File: config.mk
export PLATFORM = sky130hd
export DESIGN_NAME = ipl_interrupt_arbiter
export DESIGN_NICKNAME = d
export VERILOG_FILES = /design/src/verilog/ipl_pkg.sv /design/src/verilog/ipl_src_route.sv /design/src/verilog/ipl_event_flags.sv /design/src/verilog/ipl_interrupt_arbiter.sv
export SDC_FILE = /design/constraint.sdc
export NUM_CORES = 1
export LEC_CHECK = 0
export ABC_AREA = 1
export BUFFER_PORTS_ARGS = -buffer_cell sky130_fd_sc_hd__buf_2
export CELL_PAD_IN_SITES_DETAIL_PLACEMENT = 0
export CELL_PAD_IN_SITES_GLOBAL_PLACEMENT = 1
export CORE_UTILIZATION = 35
export DETAILED_ROUTE_END_ITERATION = 10
export PLACE_DENSITY = 0.85
export SLEW_MARGIN = 20
export SYNTH_ARGS = -nofsm -noshare
export SYNTH_HDL_FRONTEND = slang
export SYNTH_SLANG_ARGS = --single-unit
File: constraint.sdc
create_clock -name i_mclk -period 1.4 [get_ports i_mclk]
set_input_delay 0.14 -clock i_mclk [delete_from_list [all_inputs] [get_ports i_mclk]]
set_output_delay 0.14 -clock i_mclk [all_outputs]
set_load 0.01 [all_outputs]
File: src/verilog/ipl_pkg.sv
/*
 Constants, field layout and types of the interrupt level arbiter.
 Assumes one 40 MHz clock and APB with 32-bit data; word index times four is the byte address.
*/
package ipl_pkg;
    localparam int unsigned ADDR_W = 8;
    localparam int unsigned SRC_N  = 18;
    localparam int unsigned LVL_N  = 3;

    typedef logic [1:0]       ipl_field_t;
    typedef logic [LVL_N-1:0] ipl_lvl_t;

    // Word indices
    localparam logic [7:0] IDX_FLASH_CLOCK = 8'h01;
    localparam logic [7:0] IDX_SERIAL      = 8'h02;
    localparam logic [7:0] IDX_ADC_TIMER   = 8'h03;
    localparam logic [7:0] IDX_PWM_ADC     = 8'h04;
    localparam logic [7:0] IDX_STATUS      = 8'h20;
    localparam logic [7:0] IDX_MASK        = 8'h21;

    localparam logic [15:0]      RST_PRIO = 16'h0000;
    localparam logic [SRC_N-1:0] RST_MASK = 18'h00000;

    // Writable bits; the rest hold zero
    localparam logic [15:0] WMASK_FLASH_CLOCK = 16'h0003;
    localparam logic [15:0] WMASK_SERIAL      = 16'hF3FF;
    localparam logic [15:0] WMASK_ADC_TIMER   = 16'hFFF0;
    localparam logic [15:0] WMASK_PWM_ADC     = 16'h00FF;

    localparam ipl_field_t FLD_OFF = 2'h0;
    localparam ipl_field_t FLD_L0  = 2'h1;
    localparam ipl_field_t FLD_L1  = 2'h2;
    localparam ipl_field_t FLD_L2  = 2'h3;

    // Field positions (low bit)
    localparam int unsigned POS_CLOCK_LOCK_EVENT    = 0;
    localparam int unsigned POS_ASYNC_RX_FULL       = 14;
    localparam int unsigned POS_ASYNC_RX_ERROR      = 12;
    localparam int unsigned POS_ASYNC_TX_IDLE       = 8;
    localparam int unsigned POS_ASYNC_TX_EMPTY      = 6;
    localparam int unsigned POS_SYNC_SERIAL_TX      = 4;
    localparam int unsigned POS_SYNC_SERIAL_RX      = 2;
    localparam int unsigned POS_PORT_A_PIN          = 0;
    localparam int unsigned POS_CONVERTER_A_DONE    = 14;
    localparam int unsigned POS_TIMER_CH3           = 12;
    localparam int unsigned POS_TIMER_CH2           = 10;
    localparam int unsigned POS_TIMER_CH1           = 8;
    localparam int unsigned POS_TIMER_CH0           = 6;
    localparam int unsigned POS_TWO_WIRE_ADDR_MATCH = 4;
    localparam int unsigned POS_MODULATOR_FAULT     = 6;
    localparam int unsigned POS_MODULATOR_RELOAD    = 4;
    localparam int unsigned POS_CONVERTER_ZERO_LIM  = 2;
    localparam int unsigned POS_CONVERTER_B_DONE    = 0;

    function automatic logic [ADDR_W-1:0] byte_addr(input logic [7:0] idx);
        return {idx[ADDR_W-3:0], 2'b00};
    endfunction
endpackage

File: src/verilog/ipl_src_route.sv
/*
 Maps one source's level field and request onto one-hot core levels.
 Assumes the request is already in the system clock domain.
*/
`timescale 1ns/10ps
`default_nettype none
module ipl_src_route (
    input  wire logic                i_req,
    input  wire ipl_pkg::ipl_field_t i_field,
    output logic                     o_on,
    output ipl_pkg::ipl_lvl_t        o_lvl
);
    import ipl_pkg::*;

    always_comb begin
        o_on  = i_req && (i_field != FLD_OFF);
        o_lvl = '0;
        case (i_field)
            FLD_L0:  o_lvl = 3'h1;
            FLD_L1:  o_lvl = 3'h2;
            FLD_L2:  o_lvl = 3'h4;
            default: o_lvl = '0;
        endcase
        if (!i_req) begin
            o_lvl = '0;
        end
    end
endmodule
`default_nettype wire

File: src/verilog/ipl_event_flags.sv
/*
 Sticky event flags, set on a rising forwarded request, cleared by write-one.
 Assumes the clear strobe lasts one cycle per completed APB write.
*/
`timescale 1ns/10ps
`default_nettype none
module ipl_event_flags #(
    parameter int unsigned N = 18
) (
    input  wire logic         i_mclk,
    input  wire logic         i_sys_rst,
    input  wire logic [N-1:0] i_event,
    input  wire logic         i_clr_we,
    input  wire logic [N-1:0] i_clr_data,
    output logic      [N-1:0] o_status
);
    import ipl_pkg::*;

    typedef struct packed {
        logic [N-1:0] prev;
        logic [N-1:0] status;
    } ipl_flag_s;

    ipl_flag_s r_q;
    ipl_flag_s r_d;

    always_comb begin
        r_d = r_q;
        r_d.prev = i_event;
        // Set beats a clear in the same cycle
        if (i_clr_we) begin
            r_d.status = r_q.status & ~i_clr_data;
        end
        r_d.status = r_d.status | (i_event & ~r_q.prev);
    end

    always_ff @(posedge i_mclk) begin
        if (i_sys_rst) begin
            r_q <= '0;
        end else begin
            r_q <= r_d;
        end
    end

    assign o_status = r_q.status;
endmodule
`default_nettype wire

File: src/verilog/ipl_interrupt_arbiter.sv
/*
 Interrupt level arbiter: priority fields, APB slave, event flags, level outputs.
 Assumes peripheral requests are levels in the system clock domain
 and an APB master that holds each request until pready.
*/
`timescale 1ns/10ps
`default_nettype none
module ipl_interrupt_arbiter (
    input  wire logic                        i_mclk,
    input  wire logic                        i_sys_rst,
    input  wire logic                        i_psel,
    input  wire logic                        i_penable,
    input  wire logic                        i_pwrite,
    input  wire logic [ipl_pkg::ADDR_W-1:0]  i_paddr,
    input  wire logic [31:0]                 i_pwdata,
    output logic      [31:0]                 o_prdata,
    output logic                             o_pready,
    output logic                             o_pslverr,
    input  wire logic [ipl_pkg::SRC_N-1:0]   i_src_req,
    output logic      [ipl_pkg::LVL_N-1:0]   o_core_lvl_req,
    output logic                             o_irq
);
    import ipl_pkg::*;

    typedef struct packed {
        logic              pready;
        logic              pslverr;
        logic [31:0]       prdata;
        logic [15:0]       priority_flash_clock_group;
        logic [15:0]       priority_serial_group;
        logic [15:0]       priority_adc_timer_group;
        logic [15:0]       priority_pwm_adc_group;
        logic [SRC_N-1:0]  mask;
        ipl_lvl_t          lvl;
        logic              irq;
    } ipl_top_s;

    ipl_top_s               r_q;
    ipl_top_s               r_d;
    ipl_field_t [SRC_N-1:0] fields;
    ipl_lvl_t   [SRC_N-1:0] src_lvl;
    logic       [SRC_N-1:0] src_on;
    logic       [SRC_N-1:0] status;
    logic                   acc;
    logic                   wr_take;
    logic                   clr_we;
    logic                   hit;
    logic       [31:0]      rd_data;
    ipl_lvl_t               lvl_any;

    // Second register
    assign fields[0]  = r_q.priority_flash_clock_group[POS_CLOCK_LOCK_EVENT +: 2];

    // Third register
    assign fields[1]  = r_q.priority_serial_group[POS_ASYNC_RX_FULL +: 2];
    assign fields[2]  = r_q.priority_serial_group[POS_ASYNC_RX_ERROR +: 2];
    assign fields[3]  = r_q.priority_serial_group[POS_ASYNC_TX_IDLE +: 2];
    assign fields[4]  = r_q.priority_serial_group[POS_ASYNC_TX_EMPTY +: 2];
    assign fields[5]  = r_q.priority_serial_group[POS_SYNC_SERIAL_TX +: 2];
    assign fields[6]  = r_q.priority_serial_group[POS_SYNC_SERIAL_RX +: 2];
    assign fields[7]  = r_q.priority_serial_group[POS_PORT_A_PIN +: 2];

    // Fourth register
    assign fields[8]  = r_q.priority_adc_timer_group[POS_CONVERTER_A_DONE +: 2];
    assign fields[9]  = r_q.priority_adc_timer_group[POS_TIMER_CH3 +: 2];
    assign fields[10] = r_q.priority_adc_timer_group[POS_TIMER_CH2 +: 2];
    assign fields[11] = r_q.priority_adc_timer_group[POS_TIMER_CH1 +: 2];
    assign fields[12] = r_q.priority_adc_timer_group[POS_TIMER_CH0 +: 2];
    assign fields[13] = r_q.priority_adc_timer_group[POS_TWO_WIRE_ADDR_MATCH +: 2];

    // Fifth register
    assign fields[14] = r_q.priority_pwm_adc_group[POS_MODULATOR_FAULT +: 2];
    assign fields[15] = r_q.priority_pwm_adc_group[POS_MODULATOR_RELOAD +: 2];
    assign fields[16] = r_q.priority_pwm_adc_group[POS_CONVERTER_ZERO_LIM +: 2];
    assign fields[17] = r_q.priority_pwm_adc_group[POS_CONVERTER_B_DONE +: 2];

    for (genvar g = 0; g < SRC_N; g++) begin : g_src
        ipl_src_route u_route (
            .i_req   (i_src_req[g]),
            .i_field (fields[g]),
            .o_on    (src_on[g]),
            .o_lvl   (src_lvl[g])
        );
    end

    // Only enabled sources raise flags, so a disabled one stays silent
    ipl_event_flags #(
        .N (SRC_N)
    ) u_flags (
        .i_mclk     (i_mclk),
        .i_sys_rst  (i_sys_rst),
        .i_event    (src_on),
        .i_clr_we   (clr_we),
        .i_clr_data (i_pwdata[SRC_N-1:0]),
        .o_status   (status)
    );

    // One wait state: data are registered in the same cycle as pready and read zero outside it
    assign acc     = i_psel && i_penable;
    assign wr_take = acc && i_pwrite && r_q.pready;
    assign clr_we  = wr_take && (i_paddr == byte_addr(IDX_STATUS));

    always_comb begin
        hit     = 1'b1;
        rd_data = '0;
        if (i_paddr == byte_addr(IDX_FLASH_CLOCK)) begin
            rd_data[15:0] = r_q.priority_flash_clock_group;
        end else if (i_paddr == byte_addr(IDX_SERIAL)) begin
            rd_data[15:0] = r_q.priority_serial_group;
        end else if (i_paddr == byte_addr(IDX_ADC_TIMER)) begin
            rd_data[15:0] = r_q.priority_adc_timer_group;
        end else if (i_paddr == byte_addr(IDX_PWM_ADC)) begin
            rd_data[15:0] = r_q.priority_pwm_adc_group;
        end else if (i_paddr == byte_addr(IDX_STATUS)) begin
            rd_data[SRC_N-1:0] = status;
        end else if (i_paddr == byte_addr(IDX_MASK)) begin
            rd_data[SRC_N-1:0] = r_q.mask;
        end else begin
            hit = 1'b0;
        end
    end

    always_comb begin
        r_d         = r_q;
        lvl_any     = '0;
        r_d.pready  = acc && !r_q.pready;
        r_d.prdata  = '0;
        r_d.pslverr = 1'b0;
        if (acc && !r_q.pready) begin
            r_d.prdata  = i_pwrite ? 32'h0000_0000 : rd_data;
            r_d.pslverr = !hit;
        end
        if (wr_take) begin
            if (i_paddr == byte_addr(IDX_FLASH_CLOCK)) begin
                r_d.priority_flash_clock_group = i_pwdata[15:0] & WMASK_FLASH_CLOCK;
            end else if (i_paddr == byte_addr(IDX_SERIAL)) begin
                r_d.priority_serial_group = i_pwdata[15:0] & WMASK_SERIAL;
            end else if (i_paddr == byte_addr(IDX_ADC_TIMER)) begin
                r_d.priority_adc_timer_group = i_pwdata[15:0] & WMASK_ADC_TIMER;
            end else if (i_paddr == byte_addr(IDX_PWM_ADC)) begin
                r_d.priority_pwm_adc_group = i_pwdata[15:0] & WMASK_PWM_ADC;
            end else if (i_paddr == byte_addr(IDX_MASK)) begin
                r_d.mask = i_pwdata[SRC_N-1:0];
            end
        end
        for (int k = 0; k < SRC_N; k++) begin
            lvl_any = lvl_any | src_lvl[k];
        end
        r_d.lvl = lvl_any;
        r_d.irq = |(status & r_q.mask);
    end

    always_ff @(posedge i_mclk) begin
        if (i_sys_rst) begin
            r_q                            <= '0;
            r_q.priority_flash_clock_group <= RST_PRIO;
            r_q.priority_serial_group      <= RST_PRIO;
            r_q.priority_adc_timer_group   <= RST_PRIO;
            r_q.priority_pwm_adc_group     <= RST_PRIO;
            r_q.mask                       <= RST_MASK;
        end else begin
            r_q <= r_d;
        end
    end

    assign o_prdata       = r_q.prdata;
    assign o_pready       = r_q.pready;
    assign o_pslverr      = r_q.pslverr;
    assign o_core_lvl_req = r_q.lvl;
    assign o_irq          = r_q.irq;
endmodule
`default_nettype wire

==> impl_metrics.env, run 1 <==
export IMPL_die_h_um=128.2
export IMPL_yosysTopAreaCellShare_pct=40.92
export IMPL_power_frac_seq_pct=42.6
export IMPL_crit_arrival_ns=1.64
export IMPL_wl_um=17660
export IMPL_grt_usage_pct=22.84
export IMPL_end_kind="flip-flop"
export IMPL_cts_buffers=17
export IMPL_grt_max_degree=38
export IMPL_synth_top_family_by_area="simple AND/OR/NAND/NOR gates"
export IMPL_crit_chain="nor2_1 -> nand2_1 -> nor2_2 -> nand2_2 -> buf_6 -> nor2_4 -> nand2_2 -> a21oi_1"
export IMPL_cts_setup_buffers=0
export IMPL_synth_top_area_cell="dfxtp_1"
export IMPL_synth_xor_area_share_pct=0
export IMPL_synthesis_instances=835
export IMPL_hold_slack_ns=0.008743
export IMPL_use_met2_pct=33.74
export IMPL_drc=0
export IMPL_synth_most_common_cell="nand2_1"
export IMPL_clockRootBuffer="clkbuf_16"
export IMPL_p_switching_w=0.001709
export IMPL_status="completed"
export IMPL_pwr_share_clk_pct=52.7
export IMPL_min_path_type="in2reg"
export IMPL_pin_count=101
export IMPL_final_hold_violation_count=0
export IMPL_die_w_um=128.2
export IMPL_cts_tree="yes"
export IMPL_async_flop_share_pct=0
export IMPL_grt_use_met3_pct=4.591
export IMPL_critPathMaxFanout=5
export IMPL_powerDensity_mw_per_mm2=1119
export IMPL_worstSetupStartpointType="flip-flop"
export IMPL_grt_pass1_vias=4876
export IMPL_synth_area_mux_share_pct=0
export IMPL_power_internal_w=0.005923
export IMPL_overflow=0
export IMPL_clock_sinks=114
export IMPL_worstSetupPathType="reg2reg"
export IMPL_fin_skew_ns=0.005356
export IMPL_worstPathRequired_ns=1.75
export IMPL_crit_top_cell="nand2_2"
export IMPL_synthSimpleGateAreaFrac_pct=39.57
export IMPL_num_nets_final=981
export IMPL_hpwl_um=13070
export IMPL_drive_above_1_share_pct=17.10
export IMPL_layout_min_cycle_time_ns=1.286
export IMPL_numPortBuffers=72
export IMPL_pwr_share_comb_pct=4.7
export IMPL_num_vias=5412
export IMPL_dpl_worst_slack_ns=-0.02128
export IMPL_slowest_delay_ns=0.32
export IMPL_finalCritPeriodShare_pct=91.86
export IMPL_grt_antenna_before_repair=0
export IMPL_busiest_layer="met2"
export IMPL_timing_fmax_mhz=777.6
export IMPL_clk_pin_slew_ns=0.05
export IMPL_die_area_sq_mm=0.01645
export IMPL_slew_violations=0
export IMPL_cts_htree_levels=4
export IMPL_synth_ff_type="dfxtp_1"
export IMPL_ys_warn_count=0
export IMPL_synth_fa_ha_area_share_pct=0
export IMPL_rows=45
export IMPL_drv_cap=0
export IMPL_synth_compound_area_share_pct=7.201
export IMPL_syn_area_per_cell_sq_um=6.680
export IMPL_yosys_top_cells_area="dfxtp_1 (41%), nand2_1 (14%), nand3_1 (11%), nor2_1 (10%), buf_4 (5.0%)"
export IMPL_postRouteAntennaNets=0
export IMPL_yosysUniqueCellTypes=27
export IMPL_met1_usage_pct=32.98
export IMPL_drt_pass1_iter_count=6
export IMPL_insertion_delay_ns=0.42
export IMPL_fin_area_sq_mm=0.006820
export IMPL_grt_pass1_wl_um=27510
export IMPL_cpMaxStageDelayCell="dfxtp_1"
export IMPL_start_util_pct=36.29
export IMPL_vdd_drop_max_mv=0.8989
export IMPL_setup_slack_ns=0.1140
export IMPL_placed_area_sq_mm=0.006195
export IMPL_rsz0062_at_grt="no"
export IMPL_cts_buffer_depth=2
export IMPL_first_iter_violations=438
export IMPL_synth_area_sq_mm=0.005578
export IMPL_cp_num_buf_inv=1
export IMPL_synth_edf_count=0
export IMPL_globalplace_congestion=0.8495
export IMPL_wl_per_cell_um=15.47
export IMPL_antennaDiodeCount=0
export IMPL_finalSetupViolations=0
export IMPL_coreArea_sq_mm=0.01537
export IMPL_path_delay_family="simple AND/OR/NAND/NOR gates"
export IMPL_power_switching_share_pct=22.39
export IMPL_viasPerCell=4.743
export IMPL_leakage_nw=3.183
export IMPL_utilization_pct=44.37
export IMPL_ys_seq_area_share_pct=40.92
export IMPL_ys_ff_latch=114
export IMPL_syn2layout_area_growth_pct=22.27
export IMPL_netlist_top_cells_count="nand2_1 (207), nor2_1 (156), nand3_1 (120)"
-- power groups by stage --
| stage | clock (W) | sequential [W] | combinational, W |
|---|---|---|---|
| global route | 0.00421 | 0.00325 | 0.000389 |
| floorplan | 0 | 0.00332 | 0.000159 |
| detailed placement | 0 | 0.00332 | 0.000339 |
| global placement | 0 | 0.00332 | 0.000339 |
| finish | 0.00402 | 0.00325 | 0.000360 |
| CTS | 0.00406 | 0.00325 | 0.000356 |
-- cells in the final DEF, fill, tap and decap left out, types with 2 or more instances in the layout --
| cell | count |
|---|---|
| nor2_1 | 155 |
| o21ai_1 | 12 |
| nor2_8 | 2 |
| nor2_2 | 3 |
| nand3_1 | 120 |
| nand2_2 | 6 |
| nand4_1 | 4 |
| buf_4 | 22 |
| clkbuf_16 | 17 |
| clkinv_2 | 5 |
| clkbuf_1 | 5 |
| o21ai_0 | 39 |
| clkbuf_8 | 3 |
| nand2_1 | 206 |
| inv_1 | 65 |
| dfxtp_1 | 114 |
| buf_12 | 9 |
| a21oi_1 | 27 |
| inv_2 | 6 |
| nand2_4 | 3 |
| conb_1 | 14 |
| dlygate4sd3_1 | 7 |
| buf_2 | 72 |
| nor2_4 | 5 |
-- what timing repair did --
item                                   in CTS  in global routing
endpoints found under the hold margin      10                  0
hold buffers                                7                  0
gates resized for setup                     0                  6
setup endpoints to repair                   0                  6
-- worst reg2reg max path, cell delays in order, from the launching register on --
cell	delay (ns)
dfxtp_1	0.32
nor2_1	0.08
nand2_1	0.08
nor2_2	0.16
nand2_2	0.08
buf_6	0.14
nor2_4	0.16
nand2_2	0.08
a21oi_1	0.12
-- metal layers --
metal / share of wire (%) / vias up
met5: 0 / -
met4: 1.6 / 0
met3: 6.6 / 22
met2: 43 / 203
met1: 48 / 2426
li1: - / 2761
-- state kept, by name, indices dropped and copies added (netlist names) --
signal            count
fields               36
u_flags.o_status     18
o_pready              1
r_q                  18
o_prdata             18
o_irq                 1
o_core_lvl_req        3
u_flags.r_q          18
o_pslverr             1
-- area by class of cell --
cell class / instances / area, sq um
clock buffers: 25 / 485.5
inverters: 73 / 276.5
well taps: 211 / 264.0
repair buffers: 111 / 787.0
clock inverters: 6 / 55.05
flip-flops and latches: 114 / 2282
fillers: 1641 / 8551
multi-input cells: 601 / 2670
-- through the flow --
stage	instances	setup TNS (ns)	total power, W
after global placement	1103	-0.01171	0.003659
after detailed placement	1103	-0.04943	0.003659
after floorplan	848	0	0.003479
after CTS	1141	0	0.007672
final	1141	0	0.007632
after global routing	1141	0	0.007851
-- final timing paths --
kind	start	to	slack, ns	cells after the start
worst min-delay path	i_pwdata[8]	r_q[12]	0.009	3
worst max register to register	o_pready	o_prdata[17]	0.11	8
worst min register to register	u_flags.r_q[25]	u_flags.o_status[7]	0.45	3
worst max-delay path	o_pready	o_prdata[17]	0.11	8
-- logic make-up (layout without fill, tap and decap cells) --
family                 count (synthesis)  after routing
AND/OR/NAND/NOR                      507            507
buffers and inverters                133            215
flip-flops                           114            114
AO/OA/AOI/OAI                         80             80
other                                  1             14
No activity file was read; power rests on OpenSTA's default activity.
==> run 2, diff against run 1 <==
- CTS_BUF_LIST: not set -> sky130_fd_sc_hd__clkbuf_8 sky130_fd_sc_hd__clkbuf_16
- REMOVE_ABC_BUFFERS: not set -> 1
==> run 2 against run 1 <==
Clock skew is 0.0049 ns higher. Fmax shrank 5.1%. Sequential share of layout area decreased by 0.30 points. Utilization increased by 0.40 points. Sequential power is essentially flat. Cell count is 0.44% higher. Cell area grew 0.90%. Critical endpoint is now r_q[6]. Largest cell class unchanged. Highest routed layer unchanged.
==> impl_metrics.env, run 2 (synthesis gave the netlist of run 1 again) <==
export IMPL_hpwl_um=12340
export IMPL_slew_violations=0
export IMPL_setup_slack_ns=0.04491
export IMPL_wl_um=16880
export IMPL_numPortBuffers=72
export IMPL_hold_slack_ns=0.008798
export IMPL_grt_max_degree=29
export IMPL_fill_cells=1651
export IMPL_rows=45
export IMPL_finalCritPeriodShare_pct=96.79
export IMPL_crit_chain="buf_4 -> nand2_1 -> nor2_4 -> inv_2 -> nor2_4 -> buf_8 -> o21ai_0 -> nor2_1"
export IMPL_layout_min_cycle_time_ns=1.355
export IMPL_cts_htree_levels=4
export IMPL_die_h_um=128.2
export IMPL_end_kind="flip-flop"
export IMPL_finalSetupViolations=0
export IMPL_globalplace_congestion=0.8845
export IMPL_coreArea_sq_mm=0.01537
export IMPL_status="completed"
export IMPL_place_inst=1107
export IMPL_clk_pin_slew_ns=0.05
export IMPL_insertion_delay_ns=0.42
export IMPL_vdd_drop_max_mv=0.8193
export IMPL_fin_cells=1146
export IMPL_grt_usage_pct=21.91
export IMPL_first_iter_violations=388
export IMPL_worstSetupStartpointType="flip-flop"
export IMPL_clockRootBuffer="clkbuf_16"
export IMPL_fin_skew_ns=0.01030
export IMPL_dpl_worst_slack_ns=-0.02695
export IMPL_drv_cap=0
export IMPL_slowest_delay_ns=0.33
export IMPL_num_nets_final=987
export IMPL_critPathMaxFanout=12
export IMPL_placed_area_sq_mm=0.006212
export IMPL_worstPathRequired_ns=1.76
export IMPL_cpMaxStageDelayCell="dfxtp_1"
export IMPL_powerDensity_mw_per_mm2=1112
export IMPL_wl_per_cell_um=14.73
export IMPL_timing_fmax_mhz=738.0
export IMPL_crit_top_cell="nor2_4"
export IMPL_overflow=0
export IMPL_layout_common_cells="nand2_1 (206), nor2_1 (155), nand3_1 (120)"
export IMPL_final_common_cell="nand2_1"
export IMPL_drive_above_1_share_pct=17.86
export IMPL_pin_count=101
export IMPL_fin_setup_tns_ns=0
export IMPL_rsz0062_at_grt="yes"
export IMPL_drt_pass1_iter_count=5
export IMPL_largest_register_ffs=36
export IMPL_min_path_type="in2reg"
export IMPL_postRouteAntennaNets=0
export IMPL_drc=0
export IMPL_clock_sinks=114
export IMPL_leakage_nw=3.218
export IMPL_cts_buffer_depth=2
export IMPL_cts_tree="yes"
export IMPL_worstSetupPathType="reg2reg"
export IMPL_crit_arrival_ns=1.72
export IMPL_grt_antenna_before_repair=0
export IMPL_final_hold_violation_count=0
export IMPL_grt_pass1_vias=5129
export IMPL_num_vias=5404
export IMPL_antennaDiodeCount=0
export IMPL_die_w_um=128.2
export IMPL_cts_buffers=17
export IMPL_syn2layout_area_growth_pct=23.37
export IMPL_start_util_pct=36.29
export IMPL_grt_pass1_wl_um=27010
export IMPL_viasPerCell=4.716
export IMPL_die_area_sq_mm=0.01645
export IMPL_fin_area_sq_mm=0.006882
-- run 2: routing by layer --
layer / GRT usage (%) / wire (um)
met1: 28.24 / 7763
met2: 35.99 / 7847
met3: 4.549 / 909
met4: 7.958 / 358
met5: 0 / 0
-- run 2: report_power, final --
| group | internal, W | switching, W | total, W | leakage (nW) |
|---|---|---|---|---|
| clock | 0.00256 | 0.00147 | 0.00404 | 0.288 |
| sequential | 0.00325 | 0.00000101 | 0.00325 | 0.918 |
| combinational | 0.000132 | 0.000230 | 0.000362 | 2.01 |
-- run 2: what timing repair did --
item                                    CTS  global route
cloned                                    0             0
endpoints found under the hold margin    13             0
setup buffers                             0             1
hold buffers                              8             0
pin swaps                                 0             5
endpoints found under the setup margin   11            35
resized for setup                         2            10
-- run 2: per-stage QoR --
step / total power, W / util [%]
after floorplan: 0.003429 / -
after global placement: 0.003657 / 40.42
after detailed placement: 0.003657 / 40.42
after CTS: 0.007698 / 44.53
after global routing: 0.007904 / 44.77
final: 0.007652 / 44.77
-- run 2: path summary, 6_finish.rpt --
path	slack, ns	to	depth (start not counted)	from
max	0.04	r_q[6]	8	o_pready
min reg2reg	0.44	u_flags.o_status[9]	3	u_flags.r_q[27]
max reg2reg	0.04	r_q[6]	8	o_pready
min	0.009	r_q[12]	3	i_pwdata[8]
-- run 2: final cells by class --
class	count	area [sq um]	area share [%]
Multi-Input combinational cell	601	2674	38.85
Sequential cell	114	2282	33.16
Timing Repair Buffer	117	829.5	12.05
Clock buffer	21	480.5	6.982
Inverter	73	285.3	4.145
Tap cell	211	264.0	3.836
Clock inverter	9	66.31	0.9636
-- run 2: critical path: cells and delay by family, from the launching register on --
family	cells	cell delay, ns
AO/OA/AOI/OAI	1	0.10
AND/OR/NAND/NOR	4	0.47
buffers and inverters	3	0.40
flip-flops	1	0.33
